## config.mk

```make
export PLATFORM = sky130hd
export DESIGN_NAME = sbt_timer
export DESIGN_NICKNAME = d
export VERILOG_FILES = /design/src/pkg/sbt_pkg.sv /design/src/rtl/sbt_edge_sync.sv /design/src/rtl/sbt_timer.sv
export SDC_FILE = /design/constraint.sdc
export NUM_CORES = 1
export LEC_CHECK = 0
export BUFFER_PORTS_ARGS = -buffer_cell sky130_fd_sc_hd__buf_2
export CAP_MARGIN = 40
export CORE_UTILIZATION = 50
export DETAILED_ROUTE_END_ITERATION = 10
export GPL_TIMING_DRIVEN = 1
export PLACE_DENSITY = 0.72
export SLEW_MARGIN = 5
export SYNTH_ARGS = -nofsm -noshare
export SYNTH_HDL_FRONTEND = slang
export SYNTH_SLANG_ARGS = --single-unit
```

## constraint.sdc

```tcl
create_clock -name ref_clk_in -period 1.9 [get_ports ref_clk_in]
set_input_delay 0.38 -clock ref_clk_in [delete_from_list [all_inputs] [get_ports ref_clk_in]]
set_output_delay 0.38 -clock ref_clk_in [all_outputs]
set_load 0.005 [all_outputs]
```

## src/pkg/sbt_pkg.sv

```systemverilog
// constants for the sixteen-bit up timer
package sbt_pkg;
  localparam logic [7:0] SBT_MODE_ADDR = 8'h06;
  localparam logic [7:0] SBT_EDGE_ADDR = 8'h0c;
  localparam logic [7:0] SBT_MODE_RST = 8'h00;
  localparam logic [7:0] SBT_EDGE_RST = 8'h00;
  localparam int SBT_CLK_HI = 7;
  localparam int SBT_CLK_LO = 5;
  localparam int SBT_PRE_HI = 4;
  localparam int SBT_PRE_LO = 3;
  localparam int SBT_TAP_HI = 2;
  localparam int SBT_TAP_LO = 0;
  localparam int SBT_EDGE_BIT = 5;
  localparam int SBT_TAP_BASE = 8;
  localparam logic [2:0] SBT_SRC_STOP = 3'h0;
  localparam logic [2:0] SBT_SRC_SYS = 3'h1;
  localparam logic [2:0] SBT_SRC_UNUSED = 3'h2;
  localparam logic [2:0] SBT_SRC_PIN_A4 = 3'h3;
  localparam logic [2:0] SBT_SRC_FAST = 3'h4;
  localparam logic [2:0] SBT_SRC_XTAL = 3'h5;
  localparam logic [2:0] SBT_SRC_SLOW = 3'h6;
  localparam logic [2:0] SBT_SRC_PIN_A0 = 3'h7;
  localparam logic [1:0] SBT_DIV_1 = 2'h0;
  localparam logic [1:0] SBT_DIV_4 = 2'h1;
  localparam logic [1:0] SBT_DIV_16 = 2'h2;
  localparam logic [1:0] SBT_DIV_64 = 2'h3;
  localparam logic [5:0] SBT_PRE_MASK_1 = 6'h00;
  localparam logic [5:0] SBT_PRE_MASK_4 = 6'h03;
  localparam logic [5:0] SBT_PRE_MASK_16 = 6'h0f;
  localparam logic [5:0] SBT_PRE_MASK_64 = 6'h3f;
  localparam logic [15:0] SBT_CNT_RST = 16'h0000;
  localparam logic [15:0] SBT_CNT_ONE = 16'h0001;
  localparam logic [5:0] SBT_PRE_ONE = 6'h01;
  localparam logic [5:0] SBT_PRE_ZERO = 6'h00;
endpackage

```

## src/rtl/sbt_edge_sync.sv

```systemverilog
// two-flop synchroniser with rising edge pulse
`timescale 1ns/1ns
`default_nettype none
module sbt_edge_sync (
  input wire logic ref_clk_in,
  input wire logic rst_in,
  input wire logic pin_in,
  output logic rise_out
);
  logic meta_q;
  logic sync_q;
  logic prev_q;

  always_ff @(posedge ref_clk_in)
  begin
    if (rst_in)
    begin
      meta_q <= 1'b0;
      sync_q <= 1'b0;
      prev_q <= 1'b0;
    end
    else
    begin
      meta_q <= pin_in;
      sync_q <= meta_q;
      prev_q <= sync_q;
    end
  end

  assign rise_out = sync_q & ~prev_q;
endmodule
`default_nettype wire

```

## src/rtl/sbt_timer.sv

```systemverilog
// sixteen-bit up timer with clock select, prescaler and tap interrupt
`timescale 1ns/1ns
`default_nettype none
// Summary of operation
// mode bits 7..5 pick stop, system, unused, pin a4, fast osc, crystal, slow osc or pin a0 as timer clock.
// the stop selection holds the counter without counting.
// mode bits 4..3 divide the selected clock by 1, 4, 16 or 64 before the counter.
// the 16-bit counter increments by one per prescaled tick; a store in the same cycle takes priority.
// the store instruction loads a 16-bit start value into the counter.
// the load instruction returns the current 16-bit counter value.
// mode bits 2..0 pick counter bit 8 to 15 as interrupt source.
// edge register bit 5 picks rising or falling transition of that bit.
// overflow with bit 15 selected triggers the interrupt when edge bit 5 is set (falling).
// a timer event sets bit 2 of the interrupt request flags.
// free running gives one event per 2 to the n+9 prescaled ticks.
// with edge bit clear a zero to one transition sets the flag.
// software clears the flag by writing zero; it stays set until then.
// pin clock sources are synchronised and each rising edge is one input clock.
module sbt_timer (
  input wire logic ref_clk_in,
  input wire logic rst_in,
  input wire logic io_wr_in,
  input wire logic [7:0] io_addr_in,
  input wire logic [7:0] io_wdata_in,
  input wire logic counter_store_instr_in,
  input wire logic [15:0] store_data_in,
  input wire logic counter_load_instr_in,
  input wire logic fast_internal_osc_tick_in,
  input wire logic crystal_osc_tick_in,
  input wire logic slow_internal_osc_tick_in,
  input wire logic pin_a_four_clock_in,
  input wire logic pin_a_zero_clock_in,
  input wire logic irq_flag_clr_in,
  output logic [7:0] mode_rdata_out,
  output logic [7:0] edge_rdata_out,
  output logic [15:0] load_data_out,
  output logic load_valid_out,
  output logic [15:0] count_out,
  output logic irq_flag_out
);
  // ----------------------------------------
  // registers
  // ----------------------------------------
  logic [7:0] mode_q;
  logic [7:0] edge_q;
  logic [15:0] cnt_q;
  logic [15:0] cnt_d;
  logic [5:0] pre_q;
  logic [5:0] pre_mask;
  logic src_tick;
  logic pre_tick;
  logic tap_q;
  logic tap_now;
  logic tap_prev_q;
  logic event_hit;
  logic flag_q;
  logic [15:0] load_q;
  logic load_v_q;
  logic a4_rise;
  logic a0_rise;
  logic [2:0] src_sel;
  logic [1:0] div_sel;
  logic [2:0] tap_sel;
  logic mode_wr;
  logic edge_wr;
  logic pre_wrap;
  logic tap_rise;
  logic tap_fall;

  assign src_sel = mode_q[sbt_pkg::SBT_CLK_HI:sbt_pkg::SBT_CLK_LO];
  assign div_sel = mode_q[sbt_pkg::SBT_PRE_HI:sbt_pkg::SBT_PRE_LO];
  assign tap_sel = mode_q[sbt_pkg::SBT_TAP_HI:sbt_pkg::SBT_TAP_LO];

  // ----------------------------------------
  // control registers
  // ----------------------------------------
  assign mode_wr = io_wr_in && (io_addr_in == sbt_pkg::SBT_MODE_ADDR);
  assign edge_wr = io_wr_in && (io_addr_in == sbt_pkg::SBT_EDGE_ADDR);

  always_ff @(posedge ref_clk_in)
  begin
    if (rst_in)
    begin
      mode_q <= sbt_pkg::SBT_MODE_RST;
    end
    else if (mode_wr)
    begin
      mode_q <= io_wdata_in;
    end
  end

  always_ff @(posedge ref_clk_in)
  begin
    if (rst_in)
    begin
      edge_q <= sbt_pkg::SBT_EDGE_RST;
    end
    else if (edge_wr)
    begin
      edge_q <= io_wdata_in;
    end
  end

  // ----------------------------------------
  // pin clock synchronisers
  // ----------------------------------------
  sbt_edge_sync u_sync_a4 (
    .ref_clk_in(ref_clk_in),
    .rst_in(rst_in),
    .pin_in(pin_a_four_clock_in),
    .rise_out(a4_rise)
  );

  sbt_edge_sync u_sync_a0 (
    .ref_clk_in(ref_clk_in),
    .rst_in(rst_in),
    .pin_in(pin_a_zero_clock_in),
    .rise_out(a0_rise)
  );

  // ----------------------------------------
  // source select and prescaler
  // ----------------------------------------
  always_comb
  begin
    case (src_sel)
      sbt_pkg::SBT_SRC_STOP: src_tick = 1'b0;
      sbt_pkg::SBT_SRC_SYS: src_tick = 1'b1;
      sbt_pkg::SBT_SRC_UNUSED: src_tick = 1'b0;
      sbt_pkg::SBT_SRC_PIN_A4: src_tick = a4_rise;
      sbt_pkg::SBT_SRC_FAST: src_tick = fast_internal_osc_tick_in;
      sbt_pkg::SBT_SRC_XTAL: src_tick = crystal_osc_tick_in;
      sbt_pkg::SBT_SRC_SLOW: src_tick = slow_internal_osc_tick_in;
      sbt_pkg::SBT_SRC_PIN_A0: src_tick = a0_rise;
      default: src_tick = 1'b0;
    endcase
  end

  always_comb
  begin
    case (div_sel)
      sbt_pkg::SBT_DIV_1: pre_mask = sbt_pkg::SBT_PRE_MASK_1;
      sbt_pkg::SBT_DIV_4: pre_mask = sbt_pkg::SBT_PRE_MASK_4;
      sbt_pkg::SBT_DIV_16: pre_mask = sbt_pkg::SBT_PRE_MASK_16;
      sbt_pkg::SBT_DIV_64: pre_mask = sbt_pkg::SBT_PRE_MASK_64;
      default: pre_mask = sbt_pkg::SBT_PRE_MASK_1;
    endcase
  end

  assign pre_wrap = ((pre_q & pre_mask) == pre_mask);
  assign pre_tick = src_tick && pre_wrap;

  always_ff @(posedge ref_clk_in)
  begin
    if (rst_in)
    begin
      pre_q <= sbt_pkg::SBT_PRE_ZERO;
    end
    else if (src_tick)
    begin
      pre_q <= (pre_tick) ? sbt_pkg::SBT_PRE_ZERO : pre_q + sbt_pkg::SBT_PRE_ONE;
    end
  end

  // ----------------------------------------
  // counter, store and load
  // ----------------------------------------
  always_comb
  begin
    cnt_d = cnt_q;
    if (counter_store_instr_in)
    begin
      cnt_d = store_data_in;
    end
    else if (pre_tick)
    begin
      cnt_d = cnt_q + sbt_pkg::SBT_CNT_ONE;
    end
  end

  always_ff @(posedge ref_clk_in)
  begin
    if (rst_in)
    begin
      cnt_q <= sbt_pkg::SBT_CNT_RST;
    end
    else
    begin
      cnt_q <= cnt_d;
    end
  end

  always_ff @(posedge ref_clk_in)
  begin
    if (rst_in)
    begin
      load_v_q <= 1'b0;
    end
    else
    begin
      load_v_q <= counter_load_instr_in;
    end
  end

  always_ff @(posedge ref_clk_in)
  begin
    if (rst_in)
    begin
      load_q <= sbt_pkg::SBT_CNT_RST;
    end
    else if (counter_load_instr_in)
    begin
      load_q <= cnt_q;
    end
  end

  // ----------------------------------------
  // tap edge detect and request flag
  // ----------------------------------------
  assign tap_now = cnt_q[sbt_pkg::SBT_TAP_BASE + int'(tap_sel)];

  always_ff @(posedge ref_clk_in)
  begin
    if (rst_in)
    begin
      tap_prev_q <= 1'b0;
    end
    else
    begin
      tap_prev_q <= tap_now;
    end
  end

  always_ff @(posedge ref_clk_in)
  begin
    if (rst_in)
    begin
      tap_q <= 1'b0;
    end
    else
    begin
      tap_q <= tap_prev_q;
    end
  end

  assign tap_rise = ~tap_q & tap_prev_q;
  assign tap_fall = tap_q & ~tap_prev_q;

  // edge bit clear: rising, set: falling
  assign event_hit = edge_q[sbt_pkg::SBT_EDGE_BIT] ? tap_fall : tap_rise;

  always_ff @(posedge ref_clk_in)
  begin
    if (rst_in)
    begin
      flag_q <= 1'b0;
    end
    else if (event_hit)
    begin
      flag_q <= 1'b1;
    end
    else if (irq_flag_clr_in)
    begin
      flag_q <= 1'b0;
    end
  end

  // ----------------------------------------
  // readback and status outputs
  // ----------------------------------------
  always_ff @(posedge ref_clk_in)
  begin
    if (rst_in)
    begin
      mode_rdata_out <= sbt_pkg::SBT_MODE_RST;
    end
    else
    begin
      mode_rdata_out <= mode_q;
    end
  end

  always_ff @(posedge ref_clk_in)
  begin
    if (rst_in)
    begin
      edge_rdata_out <= sbt_pkg::SBT_EDGE_RST;
    end
    else
    begin
      edge_rdata_out <= edge_q;
    end
  end

  always_ff @(posedge ref_clk_in)
  begin
    if (rst_in)
    begin
      count_out <= sbt_pkg::SBT_CNT_RST;
    end
    else
    begin
      count_out <= cnt_q;
    end
  end

  assign load_data_out = load_q;
  assign load_valid_out = load_v_q;
  assign irq_flag_out = flag_q;
endmodule
`default_nettype wire

```

; ---- Yosys cells after proc, flatten, opt, wreduce, memory -nomap -nowiden
; Cells that the tools add are included.
[word_totals]
reg_bits = 96
in_bits = 43
output_inout_bits = 50
word_cells = 63
[classes]
add_sub_neg = 3
order_cmp = 1
eq_ne = 13
muxes = 11
n_bitwise = 9
reduce_logical = 8
[ops]
columns = cell, n
row1 = 16-bit two-way mux, 2
row2 = 6-bit one-hot mux with 4 select lines, 1
row3 = "16-bit by 1-bit adder with 16-bit output, second input constant", 1
row4 = "3-bit == test, second input constant", 4
row5 = "8-bit by 3-bit == test with 1-bit output, second input constant", 1
row6 = "8-bit by 4-bit == test with 1-bit output, second input constant", 1
row7 = 1-bit one-hot mux with 7 select lines, 1
row8 = "6-bit by 1-bit adder with 6-bit output, second input constant", 1
row9 = 6-bit bitwise AND, 1
row10 = "3-bit by 2-bit == test with 1-bit output, second input constant", 2
row11 = 6-bit == test, 1
row12 = 6-bit two-way mux, 1
row13 = "4-bit by 3-bit adder with 5-bit output, first input constant", 1
row14 = "5-bit less-than comparator, second input constant", 1
row15 = 1-bit two-way mux, 5
row16 = 1-bit bitwise AND, 4
row17 = 1-bit binary-select mux with 4-bit select, 1
row18 = "2-bit == test, second input constant", 2
row19 = 1-bit NOT, 4
row20 = 2-bit nonzero test, 2
row21 = "3-bit by 1-bit == test with 1-bit output, second input constant", 1
row22 = 1-bit logical AND, 3
row23 = 3-bit logical NOT, 1
row24 = "2-bit by 1-bit == test with 1-bit output, second input constant", 1
row25 = 2 further kinds, 2

; ---- Longest topological paths before layout
[depth]
depth_word = 7
depth_mapped = 7
depth_no_buf = 6

; ---- Cells and area by module
; Synthesis repeated with hierarchy kept, for this count alone.
[hier_totals]
hier_cells = 355
hier_area_um2 = 3693.5
[by_module_without_submodules]
columns = mod, n_inst, cells_per_inst, area_per_inst_um2
row1 = sbt_timer, 1, 341, 3518.4
row2 = sbt_edge_sync, 2, 7, 87.6

; ---- Least setup slack after synthesis
; OpenSTA, ideal clock, no wires.
[synth_path]
kind = input to register
start = input port io_addr_in[4]
end = register mode_q[2]
setup_time_ns = 0.128
arrival_ns = 1.676
slack_ns = 0.096
stages = 6
cell_sequence = or4b_1 nor4b_1 nand3b_1 buf_2 mux2i_1 nor2_1
[synth_via]
elab_chain_len = 2
[synth_rtl]
columns = element, line_no
row1 = start: declaration, sbt_timer.sv:23  ; input wire logic [7:0] io_addr_in,
row2 = 8-bit by 3-bit == test with 1-bit output, sbt_timer.sv:77  ; assign mode_wr = io_wr_in && (io_addr_in == sbt_pkg::SBT_MODE_ADDR);
row3 = 1-bit logical AND, sbt_timer.sv:77
row4 = end signal: assignment, sbt_timer.sv:84  ; mode_q <= sbt_pkg::SBT_MODE_RST;
row5 = end signal: assignment, sbt_timer.sv:88  ; mode_q <= io_wdata_in;
row6 = end: declaration, sbt_timer.sv:44  ; logic [7:0] mode_q;
; No other way between the ends.
; A chain may end at the register's enable or synchronous reset.

; ---- Final worst setup path
[layout_path]
start = register u_sync_a4.sync_q
end = register cnt_q[12]
[layout_via]
elab_chain_len = 4
[layout_rtl]
columns = element, line_no
row1 = start: declaration, sbt_edge_sync.sv:11  ; logic sync_q;
row2 = start signal: assignment, sbt_edge_sync.sv:25  ; sync_q <= meta_q;
row3 = 1-bit bitwise AND, sbt_edge_sync.sv:30  ; assign rise_out = sync_q & ~prev_q;
row4 = 1-bit one-hot mux with 7 select lines, sbt_timer.sv:126  ; case (src_sel)
row5 = 1-bit logical AND, sbt_timer.sv:151  ; assign pre_tick = src_tick && pre_wrap;
row6 = 2-bit nonzero test (no line), --
row7 = end signal: assignment, sbt_timer.sv:185  ; cnt_q <= sbt_pkg::SBT_CNT_RST;
row8 = end signal: assignment, sbt_timer.sv:189  ; cnt_q <= cnt_d;
row9 = end: declaration, sbt_timer.sv:46  ; logic [15:0] cnt_q;
; No other way between the ends.

==> metrics.md <==
| Metric | Value |
|---|---|
| Outcome | `complete, but fails checks` |
| Failing checks | `setup timing` |
| Ys async rst share | `0%` |
| CP Max Fanout | `8` |
| Nets@finish | `513` |
| Row count | `30` |
| Terminus of the critical flop-to-flop path | `cnt_q[12]` |
| Routed WL | `8.23 mm` |
| Die ar. | `0.00759 mm^2` |
| DR WL/cell | `14.5 um` |
| # fillers | `566` |
| Distinct cell type count after synthesis | `43` |
| Initial antenna violation count | `0` |
| Hold buffers post-CTS | `0` |
| Port Buffers | `92` |
| CP endpoint kind | `flip-flop` |
| Crit Path Class | `flip-flop to flip-flop` |
| CP required | `2160 ps` |
| I/O pin total | `93` |
| Util after Layout | `67.2%` |
| Worst slack at placement | `-157 ps` |
| N_diodes | `0` |
| Post-Route Skew | `15.5 ps` |
| FF-to-FF path depth | `6` |
| Syn Inst Count | `363` |
| Mapped Area | `0.00362 mm^2` |
| Post-Layout Cell Count | `566` |
| CTS tree | `yes` |
| Die Wd | `87.1 um` |
| WP data arrival | `2180 ps` |
| Area after DPL | `0.00430 mm^2` |
| Initial Utilization | `52.5%` |
| Residual DRC count | `0` |
| Die height | `87.1 um` |
| Peak VDD IR | `532 uV` |
| CTS Buf Count | `9` |
| R2R Path Start | `u_sync_a4.sync_q` |
| Layout Area Growth over Synthesis | `28.1%` |
| Tot GR Track Use | `21.3%` |
| DRT iter0 DRCs | `173` |
| Final Setup Violations | `2` |
| Hold Crit Depth | `2` |
| Post-route setup slack | `-19.8 ps` |
| Period utilisation layout | `101%` |
| Max-slew headroom at the worst pin | `56.4%` |
| GRT overflow | `0` |
| Vias in the first global route | `2629` |
| R2R Setup Slk | `-20 ps` |
| First-pass GRT wire length | `12.5 mm` |
| Hold Slack | `246 ps` |
| Cell Pwr Density | `815 mW/mm^2` |
| Warnings, synthesis | `0` |
| Post-synth EDFFs | `0` |
| Worst Hold Class | `input pin to flip-flop` |
| Clock Pin Slew Worst Setup and Hold Paths | `80 ps` |
| Tot Pwr | `3.78 mW` |
| Root Buffer | `clkbuf_8` |
| Clk buf depth | `2` |
| Ys flop type | `dfxtp_1` |
| Leak | `2.11 nW` |
| Maximum clock frequency | `521 MHz` |
| Dpl cells | `550` |
| Clk_lat worst skew | `350 ps` |
| Worst setup SP type | `flip-flop` |
| Drt pass-1 iters | `4` |
| Crit path time final | `1920 ps` |
| Synth Area per Inst | `9.98 um^2` |
| Vias per cell | `5.31` |
| RSZ-0062 raised after global routing | `true` |
| DP HPWL | `5.33 mm` |
| Register bit count reported by yosys | `96` |
| Share of post-route cells with drive strength above 1 | `32.8%` |
| Slew @ Worst Pin | `654 ps` |
| # Max-Cap Violations | `0` |
| Routed vias | `3008` |
| Setup TNS | `-30.3 ps` |
| Core ar. | `0.00691 mm^2` |
| CTS HTree Levels | `3` |
| Gpl congestion | `0.741` |
| Sequential area share after synthesis | `53.0%` |
| Final Cell Area | `0.00464 mm^2` |
| Post-DRT Antenna Nets | `0` |
| Hold Crit Start | `pin_a_zero_clock_in` |
| Mapped Nets | `408` |
| Final Hold Fails | `0` |
| CTS sink count | `96` |
| Pins Over Slew Limit | `0` |
| Worst Hold End | `u_sync_a0.meta_q` |
| Largest net degree at the start of global routing | `31` |
-- sequential cells by signal, indices dropped and copies added, names as in the netlist, 6 cells and up --
register and flops:
pre_q 6, mode_q 8, cnt_q 16, edge_rdata_out 8, load_data_out 16, count_out 16
edge_q 8, mode_rdata_out 8
-- cells by family after synthesis --
family / count (synthesis) / share of synthesized area [%]
AOI/OAI and AO/OA: 53 / 11.2
adders and majority gates: 2 / 0.690
buffers and inverters: 32 / 3.66
and+or+nand+nor: 144 / 20.8
DFF: 96 / 53.0
muxes: 36 / 10.6
-- synth_stat cells (3+ instances only) --
| library cell | n | area share, % |
|---|---|---|
| a21oi_1 | 6 | 0.83 |
| a311oi_1 | 12 | 2.9 |
| dfxtp_1 | 96 | 53 |
| buf_1 | 3 | 0.31 |
| a31oi_1 | 3 | 0.52 |
| o21ai_0 | 7 | 0.97 |
| nand3_1 | 7 | 0.97 |
| o31ai_1 | 8 | 1.7 |
| buf_2 | 4 | 0.55 |
| clkbuf_1 | 12 | 1.2 |
| or4_1 | 8 | 1.7 |
| nor2_1 | 59 | 6.1 |
| nand4_1 | 3 | 0.52 |
| or3_1 | 8 | 1.4 |
| mux2i_1 | 34 | 9.4 |
| nand3b_1 | 3 | 0.62 |
| nor2b_1 | 37 | 6.4 |
| nand2_1 | 11 | 1.1 |
| inv_1 | 11 | 1.1 |
-- cell type report --
cell class / instances / area [um^2] / area share [%]
clock buffers: 9 / 124 / 2.67
clock inverters: 4 / 72.6 / 1.56
inverters: 12 / 45.0 / 0.971
multi-input cells: 235 / 1650 / 35.5
flip-flops and latches: 96 / 1930 / 41.5
well taps: 96 / 120 / 2.59
repair buffers: 114 / 702 / 15.1
-- where the power goes --
part | internal [mW] | switching (mW)
Clock | 0.718 | 0.657
Sequential | 2.07 | 0.0430
Combinational | 0.144 | 0.146
Total | 2.93 | 0.846
-- worst max-delay path: stages, from the launching register on --
cell and delay, ps:
dfxtp_2 330, inv_2 40, o311ai_4 340, a31oi_4 190
buf_12 180, or4_1 540, a311oi_2 220
-- worst max-delay path by stage --
| stage | from | to | depth (start not counted) |
|---|---|---|---|
| finish | u_sync_a4.sync_q | cnt_q[12] | 6 |
| global placement | io_addr_in[4] | mode_q[5] | 7 |
| floorplan | io_addr_in[4] | mode_q[2] | 6 |
| global route | u_sync_a4.sync_q | cnt_q[12] | 6 |
| detailed placement | io_addr_in[4] | edge_q[0] | 7 |
| CTS | mode_q[7] | cnt_q[0] | 6 |
-- routing by layer --
metal / track usage (%) / routed length [um] / up-vias
met5: 0 / 0 / -
met4: 8.79 / 117 / 0
met3: 4.74 / 399 / 9
met2: 32.9 / 3930 / 88
met1: 29.0 / 3780 / 1435
li1: - / - / 1476
-- repair_timing --
action                     CTS  global route
pin swaps                    3            10
setup buffers                0             1
gates cloned                 0             2
gates resized for setup      2            18
setup endpoints to repair   10            12
-- cells in the final DEF, fill, tap and decap left out, types with 3 or more instances in the layout --
cell,synthesis,routed
buf_2,4,92
dfxtp_1,96,91
nor2_1,59,59
nor2b_1,37,37
mux2i_1,34,34
buf_4,0,16
nand2_1,11,11
inv_1,11,10
clkbuf_8,0,9
o31ai_1,8,8
nand3_1,7,7
o21ai_0,7,7
or4_1,8,7
a21oi_1,6,6
a311oi_1,12,6
a311oi_2,0,6
or3_1,8,5
dfxtp_2,0,5
nand3b_1,3,3
nand4_1,3,3
a31oi_1,3,3
or3_4,0,3
buf_12,0,3
Note: power is estimated with default switching activity, not from simulation.
